**src/hdl/uht_pkg.sv**
```systemverilog
// package of register map, field layout and reset values for the endpoint type registers
// assumes a plain register port with word indices; no bus wider than 16 bits
package uht_pkg;
   localparam int          UHT_ADDR_W        = 4;
   localparam logic [3:0]  UHT_IDX_RX_COUNT  = 4'h0;
   localparam logic [3:0]  UHT_IDX_EP0_TYPE  = 4'h1;
   localparam logic [3:0]  UHT_IDX_TX_TYPE   = 4'h2;
   localparam logic [3:0]  UHT_IDX_NAK_LIM0  = 4'h3;
   localparam logic [3:0]  UHT_IDX_IRQ_STAT  = 4'h4;
   localparam logic [3:0]  UHT_IDX_IRQ_MASK  = 4'h5;
   localparam logic [3:0]  UHT_IDX_EP0_CTRL  = 4'h6;
   localparam int          UHT_CNT_W         = 13;
   localparam int          UHT_SPEED_LSB     = 6;
   localparam int          UHT_PROTOCOL_SELECT_LSB      = 4;
   localparam int          UHT_TEP_LSB       = 0;
   localparam int          UHT_NAKLIM_W      = 5;
   localparam logic [1:0]  UHT_SPEED_ILLEGAL = 2'h0;
   localparam logic [1:0]  UHT_SPEED_HIGH    = 2'h1;
   localparam logic [1:0]  UHT_SPEED_FULL    = 2'h2;
   localparam logic [1:0]  UHT_SPEED_LOW     = 2'h3;
   localparam logic [1:0]  UHT_PROTOCOL_SELECT_CTRL     = 2'h0;
   localparam logic [1:0]  UHT_PROTOCOL_SELECT_ISO      = 2'h1;
   localparam logic [1:0]  UHT_PROTOCOL_SELECT_BULK     = 2'h2;
   localparam logic [1:0]  UHT_PROTOCOL_SELECT_INT      = 2'h3;
   localparam logic [7:0]  UHT_EP0_TYPE_RST  = 8'h00;
   localparam logic [7:0]  UHT_TX_TYPE_RST   = 8'h00;
   localparam logic [4:0]  UHT_NAKLIM_RST    = 5'h00;
   localparam logic [4:0]  UHT_NAKLIM_MIN    = 5'h02;
   localparam logic [4:0]  UHT_NAKLIM_MAX    = 5'h10;
   localparam int          UHT_IRQ_W         = 2;
   localparam int          UHT_IRQ_HALT      = 0;
   localparam int          UHT_IRQ_RXRDY     = 1;
   localparam logic [1:0]  UHT_IRQ_MASK_RST  = 2'h0;
endpackage

```
**src/hdl/uht_irq.sv**
```systemverilog
// sticky event status with write-one-to-clear and a mask onto one level output
// assumes single-cycle event pulses
`timescale 1ns/100ps
module uht_irq
   import uht_pkg::*;
(
   input  wire logic                 clk,
   input  wire logic                 rst_n,
   input  wire logic [UHT_IRQ_W-1:0] events,
   input  wire logic                 stat_wr,
   input  wire logic                 mask_wr,
   input  wire logic [UHT_IRQ_W-1:0] wdata,
   output logic      [UHT_IRQ_W-1:0] status,
   output logic      [UHT_IRQ_W-1:0] mask,
   output logic                      irq
);
   always_ff @(posedge clk) begin
      if (!rst_n) begin
         status <= '0;
      end else begin
         // set wins over a clear in the same cycle
         status <= (status & ~(stat_wr ? wdata : '0)) | events;
      end
   end

   always_ff @(posedge clk) begin
      if (!rst_n) begin
         mask <= UHT_IRQ_MASK_RST;
      end else if (mask_wr) begin
         mask <= wdata;
      end
   end

   assign irq = |(status & mask);
endmodule

```
**src/hdl/uht_nak_timer.sv**
```systemverilog
// endpoint 0 nak timeout: counts frames of unbroken naks and halts the endpoint
// assumes one-cycle frame_tick and nak_seen pulses from the transaction engine
`timescale 1ns/100ps
module uht_nak_timer
   import uht_pkg::*;
(
   input  wire logic                    clk,
   input  wire logic                    rst_n,
   input  wire logic                    enable,
   input  wire logic [UHT_NAKLIM_W-1:0] limit,
   input  wire logic                    frame_tick,
   input  wire logic                    nak_seen,
   input  wire logic                    data_seen,
   input  wire logic                    halt_clr,
   output logic                         halt,
   output logic                         halt_pulse
);
   logic [16:0] frames_r;
   logic [16:0] span;
   logic        active_r;
   logic        expire;

   // 2^(m-1) frames; 0 and 1 disable the timeout
   assign span   = 17'h00001 << (limit - 5'h01);
   assign expire = enable && (limit >= UHT_NAKLIM_MIN) && active_r && frame_tick
                   && (frames_r >= span) && !halt;

   // a halted endpoint or a disabled timeout waits for a fresh nak stream
   always_ff @(posedge clk) begin
      if (!rst_n || data_seen || !enable || halt || limit < UHT_NAKLIM_MIN) begin
         active_r <= 1'b0;
         frames_r <= 17'h00000;
      end else if (nak_seen) begin
         active_r <= 1'b1;
      end else if (frame_tick && active_r && frames_r != 17'h1FFFF) begin
         frames_r <= frames_r + 17'h00001;
      end
   end

   always_ff @(posedge clk) begin
      if (!rst_n) begin
         halt <= 1'b0;
      end else if (expire) begin
         halt <= 1'b1;
      end else if (halt_clr) begin
         halt <= 1'b0;
      end
   end

   assign halt_pulse = expire;
endmodule

```
**src/hdl/uht_regs.sv**
```systemverilog
// endpoint type register slice: receive count, ep0/tx target setup, ep0 nak timeout
// assumes a single-cycle register port and a transaction engine supplying events
`timescale 1ns/100ps
import uht_pkg::*;

// Behaviour
// - read-only 13-bit count of received packet bytes in the receive fifo
// - count follows fifo contents; valid only while rx packet ready is set
// - ep0 type holds 2-bit target speed in bits 7-6; 1 high, 2 full, 3 low
// - tx type holds 2-bit target speed in bits 7-6 with the same codes
// - tx protocol field: 0 control, 1 iso, 2 bulk, 3 interrupt
// - software writes target endpoint number; device sends it for tx transactions
// - ep0 nak limit m gives a timeout of 2^(m-1) frames or microframes
// - ep0 halts when naks continue longer than the programmed limit
// - limit value 0 or 1 disables the nak timeout
// - type and nak limit settings apply only in host mode
module uht_regs
   import uht_pkg::*;
(
   input  wire logic                  CLK,
   input  wire logic                  RST_N,
   input  wire logic [UHT_ADDR_W-1:0] ADDR,
   input  wire logic [15:0]           WDATA,
   input  wire logic                  WR_EN,
   input  wire logic                  RD_EN,
   output logic      [15:0]           RDATA,
   input  wire logic                  HOST_MODE,
   input  wire logic [UHT_CNT_W-1:0]  FIFO_BYTE_COUNT,
   input  wire logic                  RX_PACKET_READY,
   input  wire logic                  FRAME_TICK,
   input  wire logic                  EP0_NAK_SEEN,
   input  wire logic                  EP0_DATA_SEEN,
   output logic      [1:0]            EP0_SPEED,
   output logic      [1:0]            TX_SPEED,
   output logic      [1:0]            TX_PROTOCOL,
   output logic      [3:0]            TX_TARGET_ENDPOINT,
   output logic                       SPEED_ILLEGAL,
   output logic                       EP0_HALTED,
   output logic                       IRQ
);
   logic [7:0]              ep0_type_r;
   logic [7:0]              tx_type_r;
   logic [UHT_NAKLIM_W-1:0] nak_limit_r;
   logic [UHT_CNT_W-1:0]    rx_count_r;
   logic                    rdy_d_r;
   logic [15:0]             rdata_nxt;
   logic                    wr_ep0;
   logic                    wr_tx;
   logic                    wr_nak;
   logic                    halt_pulse;
   logic [UHT_IRQ_W-1:0]    irq_stat;
   logic [UHT_IRQ_W-1:0]    irq_mask;
   logic [UHT_IRQ_W-1:0]    events;
   logic                    wr_ctrl;
   logic                    wr_stat;
   logic                    wr_mask;
   logic                    halt_clr;
   logic                    rx_rise;
   logic [UHT_NAKLIM_W-1:0] nak_limit_eff;

   function automatic logic hit(input logic [UHT_ADDR_W-1:0] a,
                                input logic [3:0]            idx);
      hit = (a == idx);
   endfunction

   function automatic logic [1:0] speed_of(input logic [7:0] t);
      speed_of = t[UHT_SPEED_LSB +: 2];
   endfunction

   function automatic logic speed_bad(input logic [7:0] t);
      speed_bad = (speed_of(t) == UHT_SPEED_ILLEGAL);
   endfunction

   // exponents above the largest valid one act as the largest
   function automatic logic [UHT_NAKLIM_W-1:0] clamp_limit(
      input logic [UHT_NAKLIM_W-1:0] m);
      clamp_limit = (m > UHT_NAKLIM_MAX) ? UHT_NAKLIM_MAX : m;
   endfunction

   assign wr_ep0 = WR_EN && hit(ADDR, UHT_IDX_EP0_TYPE);
   assign wr_tx  = WR_EN && hit(ADDR, UHT_IDX_TX_TYPE);
   assign wr_nak = WR_EN && hit(ADDR, UHT_IDX_NAK_LIM0);
   assign wr_ctrl = WR_EN && hit(ADDR, UHT_IDX_EP0_CTRL);
   assign wr_stat = WR_EN && hit(ADDR, UHT_IDX_IRQ_STAT);
   assign wr_mask = WR_EN && hit(ADDR, UHT_IDX_IRQ_MASK);
   assign halt_clr = wr_ctrl && WDATA[0];

   always_ff @(posedge CLK) begin
      if (!RST_N) begin
         ep0_type_r <= UHT_EP0_TYPE_RST;
      end else if (wr_ep0) begin
         ep0_type_r <= {speed_of(WDATA[7:0]), 6'h00};
      end
   end

   always_ff @(posedge CLK) begin
      if (!RST_N) begin
         tx_type_r <= UHT_TX_TYPE_RST;
      end else if (wr_tx) begin
         tx_type_r <= WDATA[7:0];
      end
   end

   always_ff @(posedge CLK) begin
      if (!RST_N) begin
         nak_limit_r <= UHT_NAKLIM_RST;
      end else if (wr_nak) begin
         nak_limit_r <= WDATA[UHT_NAKLIM_W-1:0];
      end
   end

   // count samples the fifo each cycle; reads as zero from the cycle after ready is low
   always_ff @(posedge CLK) begin
      if (!RST_N) begin
         rx_count_r <= '0;
      end else begin
         rx_count_r <= RX_PACKET_READY ? FIFO_BYTE_COUNT : '0;
      end
   end

   always_ff @(posedge CLK) begin
      if (!RST_N) begin
         rdy_d_r <= 1'b0;
      end else begin
         rdy_d_r <= RX_PACKET_READY;
      end
   end

   uht_nak_timer u_nak (
      .clk        (CLK),
      .rst_n      (RST_N),
      .enable     (HOST_MODE),
      .limit      (nak_limit_eff),
      .frame_tick (FRAME_TICK),
      .nak_seen   (EP0_NAK_SEEN),
      .data_seen  (EP0_DATA_SEEN),
      .halt_clr   (halt_clr),
      .halt       (EP0_HALTED),
      .halt_pulse (halt_pulse)
   );

   // a rising ready flag is the receive event
   assign rx_rise       = RX_PACKET_READY && !rdy_d_r;
   assign events        = {rx_rise, halt_pulse};
   assign nak_limit_eff = clamp_limit(nak_limit_r);

   uht_irq u_irq (
      .clk     (CLK),
      .rst_n   (RST_N),
      .events  (events),
      .stat_wr (wr_stat),
      .mask_wr (wr_mask),
      .wdata   (WDATA[UHT_IRQ_W-1:0]),
      .status  (irq_stat),
      .mask    (irq_mask),
      .irq     (IRQ)
   );

   // settings reach the engine only in host mode, one register per field
   always_ff @(posedge CLK) begin
      if (!RST_N) begin
         EP0_SPEED <= UHT_SPEED_ILLEGAL;
      end else if (!HOST_MODE) begin
         EP0_SPEED <= UHT_SPEED_ILLEGAL;
      end else begin
         EP0_SPEED <= speed_of(ep0_type_r);
      end
   end

   always_ff @(posedge CLK) begin
      if (!RST_N) begin
         TX_SPEED <= UHT_SPEED_ILLEGAL;
      end else if (!HOST_MODE) begin
         TX_SPEED <= UHT_SPEED_ILLEGAL;
      end else begin
         TX_SPEED <= speed_of(tx_type_r);
      end
   end

   always_ff @(posedge CLK) begin
      if (!RST_N) begin
         TX_PROTOCOL <= UHT_PROTOCOL_SELECT_CTRL;
      end else if (!HOST_MODE) begin
         TX_PROTOCOL <= UHT_PROTOCOL_SELECT_CTRL;
      end else begin
         TX_PROTOCOL <= tx_type_r[UHT_PROTOCOL_SELECT_LSB +: 2];
      end
   end

   always_ff @(posedge CLK) begin
      if (!RST_N) begin
         TX_TARGET_ENDPOINT <= 4'h0;
      end else if (!HOST_MODE) begin
         TX_TARGET_ENDPOINT <= 4'h0;
      end else begin
         TX_TARGET_ENDPOINT <= tx_type_r[UHT_TEP_LSB +: 4];
      end
   end

   always_ff @(posedge CLK) begin
      if (!RST_N) begin
         SPEED_ILLEGAL <= 1'b0;
      end else if (!HOST_MODE) begin
         SPEED_ILLEGAL <= 1'b0;
      end else begin
         SPEED_ILLEGAL <= speed_bad(ep0_type_r) || speed_bad(tx_type_r);
      end
   end

   always_comb begin
      rdata_nxt = 16'h0000;
      case (ADDR)
         UHT_IDX_RX_COUNT: rdata_nxt = {3'h0, rx_count_r};
         UHT_IDX_EP0_TYPE: rdata_nxt = {8'h00, ep0_type_r};
         UHT_IDX_TX_TYPE:  rdata_nxt = {8'h00, tx_type_r};
         UHT_IDX_NAK_LIM0: rdata_nxt = {11'h000, nak_limit_r};
         UHT_IDX_IRQ_STAT: rdata_nxt = {14'h0000, irq_stat};
         UHT_IDX_IRQ_MASK: rdata_nxt = {14'h0000, irq_mask};
         UHT_IDX_EP0_CTRL: rdata_nxt = {15'h0000, EP0_HALTED};
         default:          rdata_nxt = 16'h0000;
      endcase
   end

   always_ff @(posedge CLK) begin
      if (!RST_N) begin
         RDATA <= 16'h0000;
      end else if (RD_EN) begin
         RDATA <= rdata_nxt;
      end else begin
         RDATA <= 16'h0000;
      end
   end
endmodule

```
**config.mk**
```make
export PLATFORM = sky130hd
export DESIGN_NAME = uht_regs
export DESIGN_NICKNAME = d
export VERILOG_FILES = /design/src/hdl/uht_pkg.sv /design/src/hdl/uht_irq.sv /design/src/hdl/uht_nak_timer.sv /design/src/hdl/uht_regs.sv
export SDC_FILE = /design/constraint.sdc
export NUM_CORES = 1
export LEC_CHECK = 0
export BUFFER_PORTS_ARGS = -buffer_cell sky130_fd_sc_hd__buf_4
export CAP_MARGIN = 25
export CORE_ASPECT_RATIO = 1.2
export CORE_MARGIN = 3
export CORE_UTILIZATION = 30
export CTS_BUF_LIST = sky130_fd_sc_hd__clkbuf_16
export DETAILED_ROUTE_END_ITERATION = 10
export PLACE_DENSITY_LB_ADDON = 0.3
export SYNTH_ARGS = -nofsm -noshare
export SYNTH_HDL_FRONTEND = slang
export SYNTH_HIERARCHICAL = 1
export SYNTH_SLANG_ARGS = --single-unit
```
**constraint.sdc**
```tcl
create_clock -name CLK -period 5.3 [get_ports CLK]
set_clock_uncertainty 0.15 [all_clocks]
set_input_delay 0.53 -clock CLK [delete_from_list [all_inputs] [get_ports CLK]]
set_output_delay 0.53 -clock CLK [all_outputs]
set_load 0.1 [all_outputs]
```
### After elaboration in Yosys (flattened, before gate mapping)

Cells that the tools add are included.

* add/sub/neg operators: 2
* $lt $le $gt $ge: 4
* equality and inequality tests: 7
* shift-type cells: 1
* muxes and demuxes: 5
* bitwise logic cells: 5
* reductions and logical operators: 33

Operator list (count)
* case mux 13 bit (7 select lines): 1
* adder 17 x 1 -> 17 bit, second input constant: 1
* >= comparator 17 bit: 1
* != test 17 bit, second input constant: 1
* left shift 1 x 5 -> 17 bit, first input constant: 1
* logical AND 1 bit: 15
* == test 4 x 3 -> 1 bit, second input constant: 3
* == test 4 x 2 -> 1 bit, second input constant: 2
* AND reduction 2 bit: 4
* >= comparator 5 x 2 -> 1 bit, second input constant: 1
* greater-than comparator 5 bit, second input constant: 1
* logical OR 1 bit: 5
* < comparator 5 x 2 -> 1 bit, second input constant: 1
* two-way mux 5 bit: 1
* subtractor 5 x 1 -> 5 bit, second input constant: 1
* AND 2 bit: 2
* == test 4 x 1 -> 1 bit, second input constant: 1
* zero test 1 bit: 4
* zero test 2 bit: 2
* zero test 4 bit: 1
* two-way mux 1 bit: 2
* two-way mux 2 bit: 1
* inverter 2 bit: 1
* bitwise OR 2 bit: 1
* 3 further kinds: 3

* register bits: 79
* logic and storage cells: 73

### Logic depth before layout (Yosys ltp)

Gate-level depths: netlist (run 1).

* depth after elaboration: 9
* mapped depth: 13
* mapped depth without buffers: 12

### Hierarchy

Netlist (run 1), hierarchy kept.

By module, submodules not included
* uht_regs: times used 1, cells each 207, area each 2034.5 sq um
* uht_nak_timer: times used 1, cells each 171, area each 1373.8 sq um
* uht_irq: times used 1, cells each 15, area each 151.4 sq um

### Worst setup path after synthesis (run 1)

No wires, ideal clock.

* path type: register to register
* start point: register nak_limit_r[4]
* end point: register u_irq.status[0]
* setup time: 74 ps
* arrival: 2329 ps
* required time: 5076 ps
* setup slack: 2747 ps
* stages on the path, launching flop included: 12
* path buffers: 0
* period minus slack after synthesis: 2553 ps
* path through: dfxtp_1 nor2b_1 nor2b_1 nand3_1 ha_1 nand4_1 a2111oi_0 o31ai_1 o211ai_1 nor2b_1 o21ai_0 a31oi_1

* longest elaborated chain between the ends: 9

RTL lines
* start: declaration: RTL line uht_regs.sv:43 `logic [UHT_NAKLIM_W-1:0] nak_limit_r;`
* start signal: assignment: RTL line uht_regs.sv:108 `nak_limit_r <= WDATA[UHT_NAKLIM_W-1:0];`
* greater-than comparator 5 bit (*): RTL line uht_regs.sv:77 `clamp_limit = (m > UHT_NAKLIM_MAX) ? UHT_NAKLIM_MAX : m;`
* two-way mux 5 bit (*): RTL line uht_regs.sv:77
* via nak_limit_eff[2]: RTL line uht_regs.sv:59 `logic [UHT_NAKLIM_W-1:0] nak_limit_eff;`
* branches (longest 4 deep; another with >= comparator 17 bit)
* logical AND 1 bit (*) (2 in series): RTL line uht_nak_timer.sv:26 `&& (frames_r >= span) && !halt;`
* via halt_pulse: RTL line uht_regs.sv:50 `logic halt_pulse;`
* bitwise OR 2 bit (*): RTL line uht_irq.sv:22 `status <= (status & ~(stat_wr ? wdata : '0)) | events;`
* end signal: assignment: RTL line uht_irq.sv:22
* end: declaration: RTL line uht_irq.sv:13 `output logic [UHT_IRQ_W-1:0] status,`

Mark *: on every way through the listed nets, which the timed path passes.
A chain may end at the register's enable or synchronous reset.

### Worst setup path in the final report (run 1)

Ends and elaborated chain as after synthesis.

==> impl_metrics.py, run 1 <==
metrics = {
    "placed_design": {
        "placedCellCount": 584,
        "post-place-ws_ns": 2.158,
        "port_buffers": 59,
        "gp_congestion": 0.7990,
        "dp_hpwl_um": 6337,
    },
    "timing": {
        "final-setup-viol-count": 0,
        "drv_slew": 0,
        "worst_pin_slew_ns": 0.8549,
        "tns_ns": 0,
        "finalHoldViolations": 0,
        "max-slew-margin-rel_pct": 42.76,
        "fin_crit_sh_pct": 61.05,
        "worst_slack_ns": 2.064,
        "rsz0062_at_grt": "no",
        "fin_crit_ns": 3.236,
        "max_freq_mhz": 309.0,
        "fin_hold_ws_ns": 0.2673,
    },
    "critical_path": {
        "cp-start-kind": "flip-flop",
        "arrival_ns": 3.34,
        "required_ns": 5.41,
        "critPathMaxFanout": 10,
        "end_kind": "flip-flop",
        "r2r-start": "nak_limit_r[4]",
        "reg2regPathDepth": 11,
        "worst-r2r-setup-slack_ns": 2.06,
        "path_class": "flip-flop to flip-flop",
        "r2r_end": "u_irq/status[0]",
    },
    "clocking": {
        "h-tree-depth": 3,
        "ctsResizeCount": 0,
        "clock_path_buffers": 2,
        "clk_pin_slew_worst_paths_ns": 0.06,
        "cts_root_buffer": "clkbuf_16",
        "clkLatencyLatePin_ns": 0.33,
        "cts.sinks": 76,
        "cts_tree": "built",
        "post_cts_buffers": 0,
        "cts_buffers": 9,
        "ctsHoldBuffers": 0,
    },
    "grt": {
        "grt_pass1_vias": 2957,
        "grt_max_degree": 49,
        "grt_pass1_wl_um": 14210,
        "grt.total_usage_pct": 13.16,
        "antenna_found_initial": 0,
        "overflow": 0,
    },
    "pwr": {
        "sequentialPowerShare_pct": 45.6,
        "p_leak_nw": 1.745,
        "switchingPower_w": 0.0003015,
        "p_per_area_nw_per_um2": 292.1,
        "combPwrFrac_pct": 6.5,
        "swShare_pct": 23.60,
        "ir_drop_mv": 0.1617,
        "internal_power_w": 0.0009761,
        "clkPwrFrac_pct": 48.0,
    },
    "routing": {
        "drt_iter0_drc": 112,
        "ant_nets": 0,
        "drc": 0,
        "wl_per_cell_um": 14.28,
        "first_pass_iters": 5,
        "vias_per_cell": 4.937,
        "wl_um": 8566,
        "num_vias": 2962,
    },
    "logic_synthesis": {
        "synth_area_leaders": "dfxtp_1 (43%), ha_1 (6.7%), and3_1 (4.4%), nand3_1 (3.9%), o21ai_0 (3.5%)",
        "yosys-top-cells-count": "dfxtp_1 (76), nor2_1 (32), nand3_1 (28)",
        "syn_area_per_cell_um2": 9.058,
        "yosysWarnings": 6,
        "synth_ff_type": "dfxtp_1",
        "ys_ff_latch": 76,
        "yosysTopAreaCell": "dfxtp_1",
        "yosysSeqAreaShare_pct": 42.74,
        "synth-async-reset-ratio_pct": 0,
        "syn_area_um2": 3560,
        "ys_types": 53,
        "synth-edff-count": 0,
        "netlist.area_leader.share_pct": 42.74,
        "yosysMostFrequentCell": "dfxtp_1",
        "synth_cells": 393,
    },
    "worst_hold_path": {
        "hold_path_end": "u_nak/active_r",
        "hold_path_depth": 3,
        "hp-class": "input pin to flip-flop",
        "holdCritStartpoint": "EP0_NAK_SEEN",
    },
    "status": {
        "outcome": "finished clean",
    },
    "die": {
        "die_h_um": 125.3,
        "core_area_um2": 11300,
        "io_pins": 71,
        "initial_core_util_pct": 31.51,
        "row_count": 42,
        "die_area_um2": 13210,
        "die_w_um": 105.4,
    },
    "layout": {
        "layout.nets": 502,
        "final_layout_size_suffix_gt1_share_pct": 19.73,
        "area_growth_pct": 22.88,
        "fin_cells": 600,
        "diodes": 0,
        "utilization_pct": 38.72,
    },
    "run": {
        "drv_cap": 0,
    },
}
[layer usage]
metal  track usage (%)  up-vias  part of all wire, %
met5                 0        -                    0
met4             5.328        0                  1.8
met3             3.557       16                  4.9
met2             22.60       66                   49
met1             15.44     1382                   44
li1                  -     1498                    -
[flip-flops by register name, summed over array words and instances, names as in the netlist]
signal / cells
u_nak/frames_r: 17
rx_count_r: 13
EP0_SPEED: 2
u_irq/status: 2
ep0_type_r: 2
tx_type_r: 8
u_nak/halt: 1
rdy_d_r: 1
RDATA: 13
u_nak/active_r: 1
TX_SPEED: 2
u_irq/mask: 2
TX_PROTOCOL: 2
TX_TARGET_ENDPOINT: 4
SPEED_ILLEGAL: 1
nak_limit_r: 5
[worst max-delay path, cell delays in order (launching register included)]
cell and delay (ns):
dfxtp_1 0.41, nor2b_1 0.25, nor2b_1 0.45, nand3_1 0.15
ha_1 0.34, nand4_1 0.14, a2111oi_0 0.51, o31ai_1 0.11
o211ai_1 0.16, nor2b_1 0.22, o21ai_0 0.11, a31oi_1 0.16
[final cells by class]
type | count | area (um2)
inverter | 10 | 37.54
clock buffer | 9 | 225.2
fill | 1163 | 6924
sequential | 76 | 1521
clock inverter | 7 | 73.82
multi-input combinational | 285 | 1881
timing repair buffer | 59 | 442.9
tap | 154 | 192.7
[stage by stage]
step | total power (W) | area [um2]
floorplan | 0.0006478 | 3567
global placement | 0.0006761 | 4075
CTS | 0.001297 | 4374
detailed placement | 0.0006774 | 4075
global route | 0.001323 | 4374
finish | 0.001278 | 4374
[power by group through the flow]
stage | clock (W) | sequential [W] | combinational [W]
after floorplan | 0 | 0.000600 | 0.0000479
after global placement | 0 | 0.000595 | 0.0000815
after detailed placement | 0 | 0.000595 | 0.0000827
after CTS | 0.000632 | 0.000582 | 0.0000829
after global routing | 0.000651 | 0.000582 | 0.0000897
final | 0.000613 | 0.000582 | 0.0000829
[how the worst max path moves through the flow]
stage / start / endpoint / slack [ns]
4_1_cts: nak_limit_r[4] / u_irq/status[0] / 2.15
2_1_floorplan: nak_limit_r[4] / u_irq/status[0] / 2.75
3_5_place_dp: nak_limit_r[4] / u_irq/status[0] / 2.16
3_3_place_gp: nak_limit_r[4] / u_irq/status[0] / 2.20
5_1_grt: nak_limit_r[4] / u_irq/status[0] / 1.75
6_report: nak_limit_r[4] / u_irq/status[0] / 2.06
[cell families after synthesis]
kind of cell / count (synthesis) / synth area share [%]
other cells: 1 / 0.1053
simple gates: 169 / 26.82
fa+ha+maj: 19 / 6.678
xor+xnor: 10 / 2.460
compound gates: 71 / 12.69
mux: 13 / 3.866
flops: 76 / 42.74
buf+inv: 34 / 4.640
[layout by cell type, fill, tap and decap left out, types with 2 or more instances in the layout]
master / n
o21ai_0: 25
conb_1: 3
dfxtp_1: 76
or3_1: 4
xnor2_1: 5
a21boi_0: 14
mux2_2: 6
nand2b_1: 3
mux2i_1: 7
a31oi_1: 4
and3_1: 25
nor3_1: 7
a32oi_1: 2
nand3_1: 28
inv_1: 10
nor2_1: 32
a22oi_1: 3
clkbuf_16: 9
ha_1: 19
a211o_1: 3
a211oi_1: 2
a21oi_1: 10
xor2_1: 5
and2_1: 9
buf_4: 59
inv_6: 2
nand2_1: 16
nand3b_1: 7
nand4_1: 9
nor2b_1: 15
clkinvlp_4: 3
No activity file was read; power rests on OpenSTA's default activity.
==> inputs of run 2 (changes only) <==
==> constraint.sdc (replaced) <==
create_clock -name CLK -period 2.9 [get_ports CLK]
set_clock_uncertainty 0.15 [all_clocks]
set_input_delay 0.29 -clock CLK [delete_from_list [all_inputs] [get_ports CLK]]
set_output_delay 0.29 -clock CLK [all_outputs]
set_load 0.1 [all_outputs]
==> run 2 against run 1 <==
- final cell count grew 1.3%
- core utilization is 0.59 points higher
- routed wire length up 0.55%
- sequential share of layout area is 0.43 points lower
- die area unchanged
- critical path type unchanged
- largest power group is now sequential cells
- highest routed layer unchanged
==> impl_metrics.py, run 2 (synthesis results as in run 1) <==
metrics = {
    "worst_hold_path": {
        "hold_path_end": "u_nak/active_r",
        "hold_path_depth": 3,
        "holdCritStartpoint": "EP0_NAK_SEEN",
        "hp-class": "input pin to flip-flop",
    },
    "layout": {
        "final_layout_size_suffix_gt1_share_pct": 22.91,
        "area.sequential_um2": 1525,
        "top_regs": "u_nak/frames_r x17, RDATA x13, rx_count_r x13",
        "largest_reg_flops": 17,
        "multiInputGateArea_um2": 1907,
        "final_common_cell": "dfxtp_1",
        "diodes": 0,
        "layout.nets": 510,
        "fill_cells": 1164,
        "area_growth_pct": 24.75,
        "design_area_um2": 4441,
        "layout_common_cells": "dfxtp_1 (75), buf_4 (67), nor2_1 (30)",
        "top_register": "u_nak/frames_r",
    },
    "clocking": {
        "cts_root_buffer": "clkbuf_16",
        "clock_path_buffers": 2,
        "h-tree-depth": 3,
        "ctsHoldBuffers": 0,
        "cts.sinks": 76,
        "clkLatencyLatePin_ns": 0.33,
        "clk_pin_slew_worst_paths_ns": 0.06,
        "cts_tree": "built",
        "post_cts_buffers": 0,
        "cts_buffers": 9,
    },
    "die": {
        "row_count": 42,
        "io_pins": 71,
        "initial_core_util_pct": 31.51,
        "die_area_um2": 13210,
        "core_area_um2": 11300,
        "die_h_um": 125.3,
        "die_w_um": 105.4,
    },
    "timing": {
        "fin_crit_sh_pct": 92.02,
        "drv_slew": 0,
        "fin_hold_ws_ns": 0.02270,
        "rsz0062_at_grt": "no",
        "worst_pin_slew_ns": 0.9176,
        "max_freq_mhz": 374.7,
        "fin_crit_ns": 2.669,
        "finalHoldViolations": 0,
        "tns_ns": 0,
        "max-slew-margin-rel_pct": 38.56,
        "final-setup-viol-count": 0,
    },
    "grt": {
        "grt_max_degree": 49,
        "grt.total_usage_pct": 13.36,
        "met1_usage_pct": 16.17,
        "antenna_found_initial": 0,
        "use_met3_pct": 3.660,
        "busiest_layer": "met2",
        "overflow": 0,
        "grt_pass1_wl_um": 14370,
        "use_met2_pct": 22.41,
        "grt_pass1_vias": 3007,
    },
    "pwr": {
        "ir_drop_mv": 0.2650,
        "sequentialPowerShare_pct": 47.4,
        "switchingPower_w": 0.0005415,
        "internal_power_w": 0.001700,
        "combPwrFrac_pct": 6.9,
        "p_per_area_nw_per_um2": 504.8,
        "clkPwrFrac_pct": 45.7,
        "p_leak_nw": 1.791,
        "total_power_w": 0.002241,
        "swShare_pct": 24.16,
    },
    "routing": {
        "vias_per_cell": 4.934,
        "wl_um": 8613,
        "first_pass_iters": 4,
        "ant_nets": 0,
        "num_vias": 3000,
        "drc": 0,
        "wl_per_cell_um": 14.17,
        "drt_iter0_drc": 123,
    },
    "critical_path": {
        "r2r_end": "u_irq/status[0]",
        "worst-r2r-setup-slack_ns": 0.23,
        "r2r-start": "nak_limit_r[1]",
        "critPathMaxFanout": 3,
        "path_class": "flip-flop to flip-flop",
        "cpLargestDelayFamily": "simple AND/OR/NAND/NOR gates",
        "cp-start-kind": "flip-flop",
        "reg2regPathDepth": 12,
        "cp_slowest_cell": "dfxtp_1",
        "required_ns": 2.95,
        "crit_chain": "nor2b_1 -> nor2b_2 -> nor2b_1 -> nand2_1 -> ha_1 -> nand4_1 -> nor3_1 -> a221oi_1 -> o211ai_1 -> nor2b_2 -> o21ai_0 -> a31oi_1",
        "arrival_ns": 2.72,
        "cp_num_buf_inv": 0,
        "cp-startpoint": "nak_limit_r[1]",
        "cpPeakStageDelay_ns": 0.35,
        "end_kind": "flip-flop",
    },
    "run": {
        "drv_cap": 0,
    },
    "status": {
        "outcome": "finished clean",
    },
    "placed_design": {
        "placed_area_um2": 4135,
        "dp_hpwl_um": 6416,
        "port_buffers": 59,
        "gp_congestion": 0.8093,
    },
}
==> run 2: cell types whose count changed in the layout (fill, tap and decap cells not counted), sizes merged <==
cell      before  now
clkinvlp       3    2
inv           12   14
buf           59   67
bufinv         1    0
==> run 2: what timing repair did <==
item | CTS | global route
endpoints found under the setup margin | 1 | 1
pin swaps | 0 | 1
resized for setup | 1 | 10
==> run 2: worst max path at each step <==
stage	end	slack, ns	cells after the start
2_1_floorplan	u_irq/status[0]	0.35	11
3_3_place_gp	u_irq/status[0]	0.04	10
3_5_place_dp	u_irq/status[0]	-0.03	11
4_1_cts	u_irq/status[0]	0.03	12
5_1_grt	u_irq/status[0]	0.02	12
6_report	u_irq/status[0]	0.23	12
==> run 2: layout make-up <==
| class | instances | share of cell area [%] |
|---|---|---|
| flip-flops and latches | 76 | 34.35 |
| inverters | 10 | 0.8453 |
| clock buffers | 9 | 5.072 |
| clock inverters | 7 | 1.127 |
| repair buffers | 67 | 11.33 |
| well taps | 154 | 4.339 |
| multi-input cells | 285 | 42.94 |
==> run 2: metal layers <==
| layer | routed length [um] | vias to the layer above | part of all wire (%) |
|---|---|---|---|
| li1 | - | 1513 | - |
| met5 | 0 | - | 0 |
| met4 | 199 | 0 | 2.3 |
| met3 | 517 | 16 | 6.0 |
| met1 | 3682 | 1390 | 43 |
| met2 | 4214 | 81 | 49 |
==> run 2: tightest hold or removal path, cell delays in order <==
cell and delay [ns]:
buf_4 0.08, nor2_1 0.03, nor2_1 0.06
==> run 2: per-stage QoR <==
step / std cells / setup slack [ns] / util, %
finish: 608 / 0.2315 / 39.30
CTS: 608 / 0.03306 / 39.06
floorplan: 395 / 0.3470 / -
global placement: 592 / 0.03524 / 36.60
detailed placement: 592 / -0.03372 / 36.60
global route: 608 / 0.02468 / 39.30
==> run 2: power groups by stage <==
stage	sequential [W]	combinational [W]	clock [W]
2_1_floorplan	0.00110	0.0000875	0
3_5_place_dp	0.00109	0.000154	0
6_report	0.00106	0.000155	0.00102
5_1_grt	0.00106	0.000169	0.00110
3_3_place_gp	0.00109	0.000152	0
4_1_cts	0.00106	0.000154	0.00107
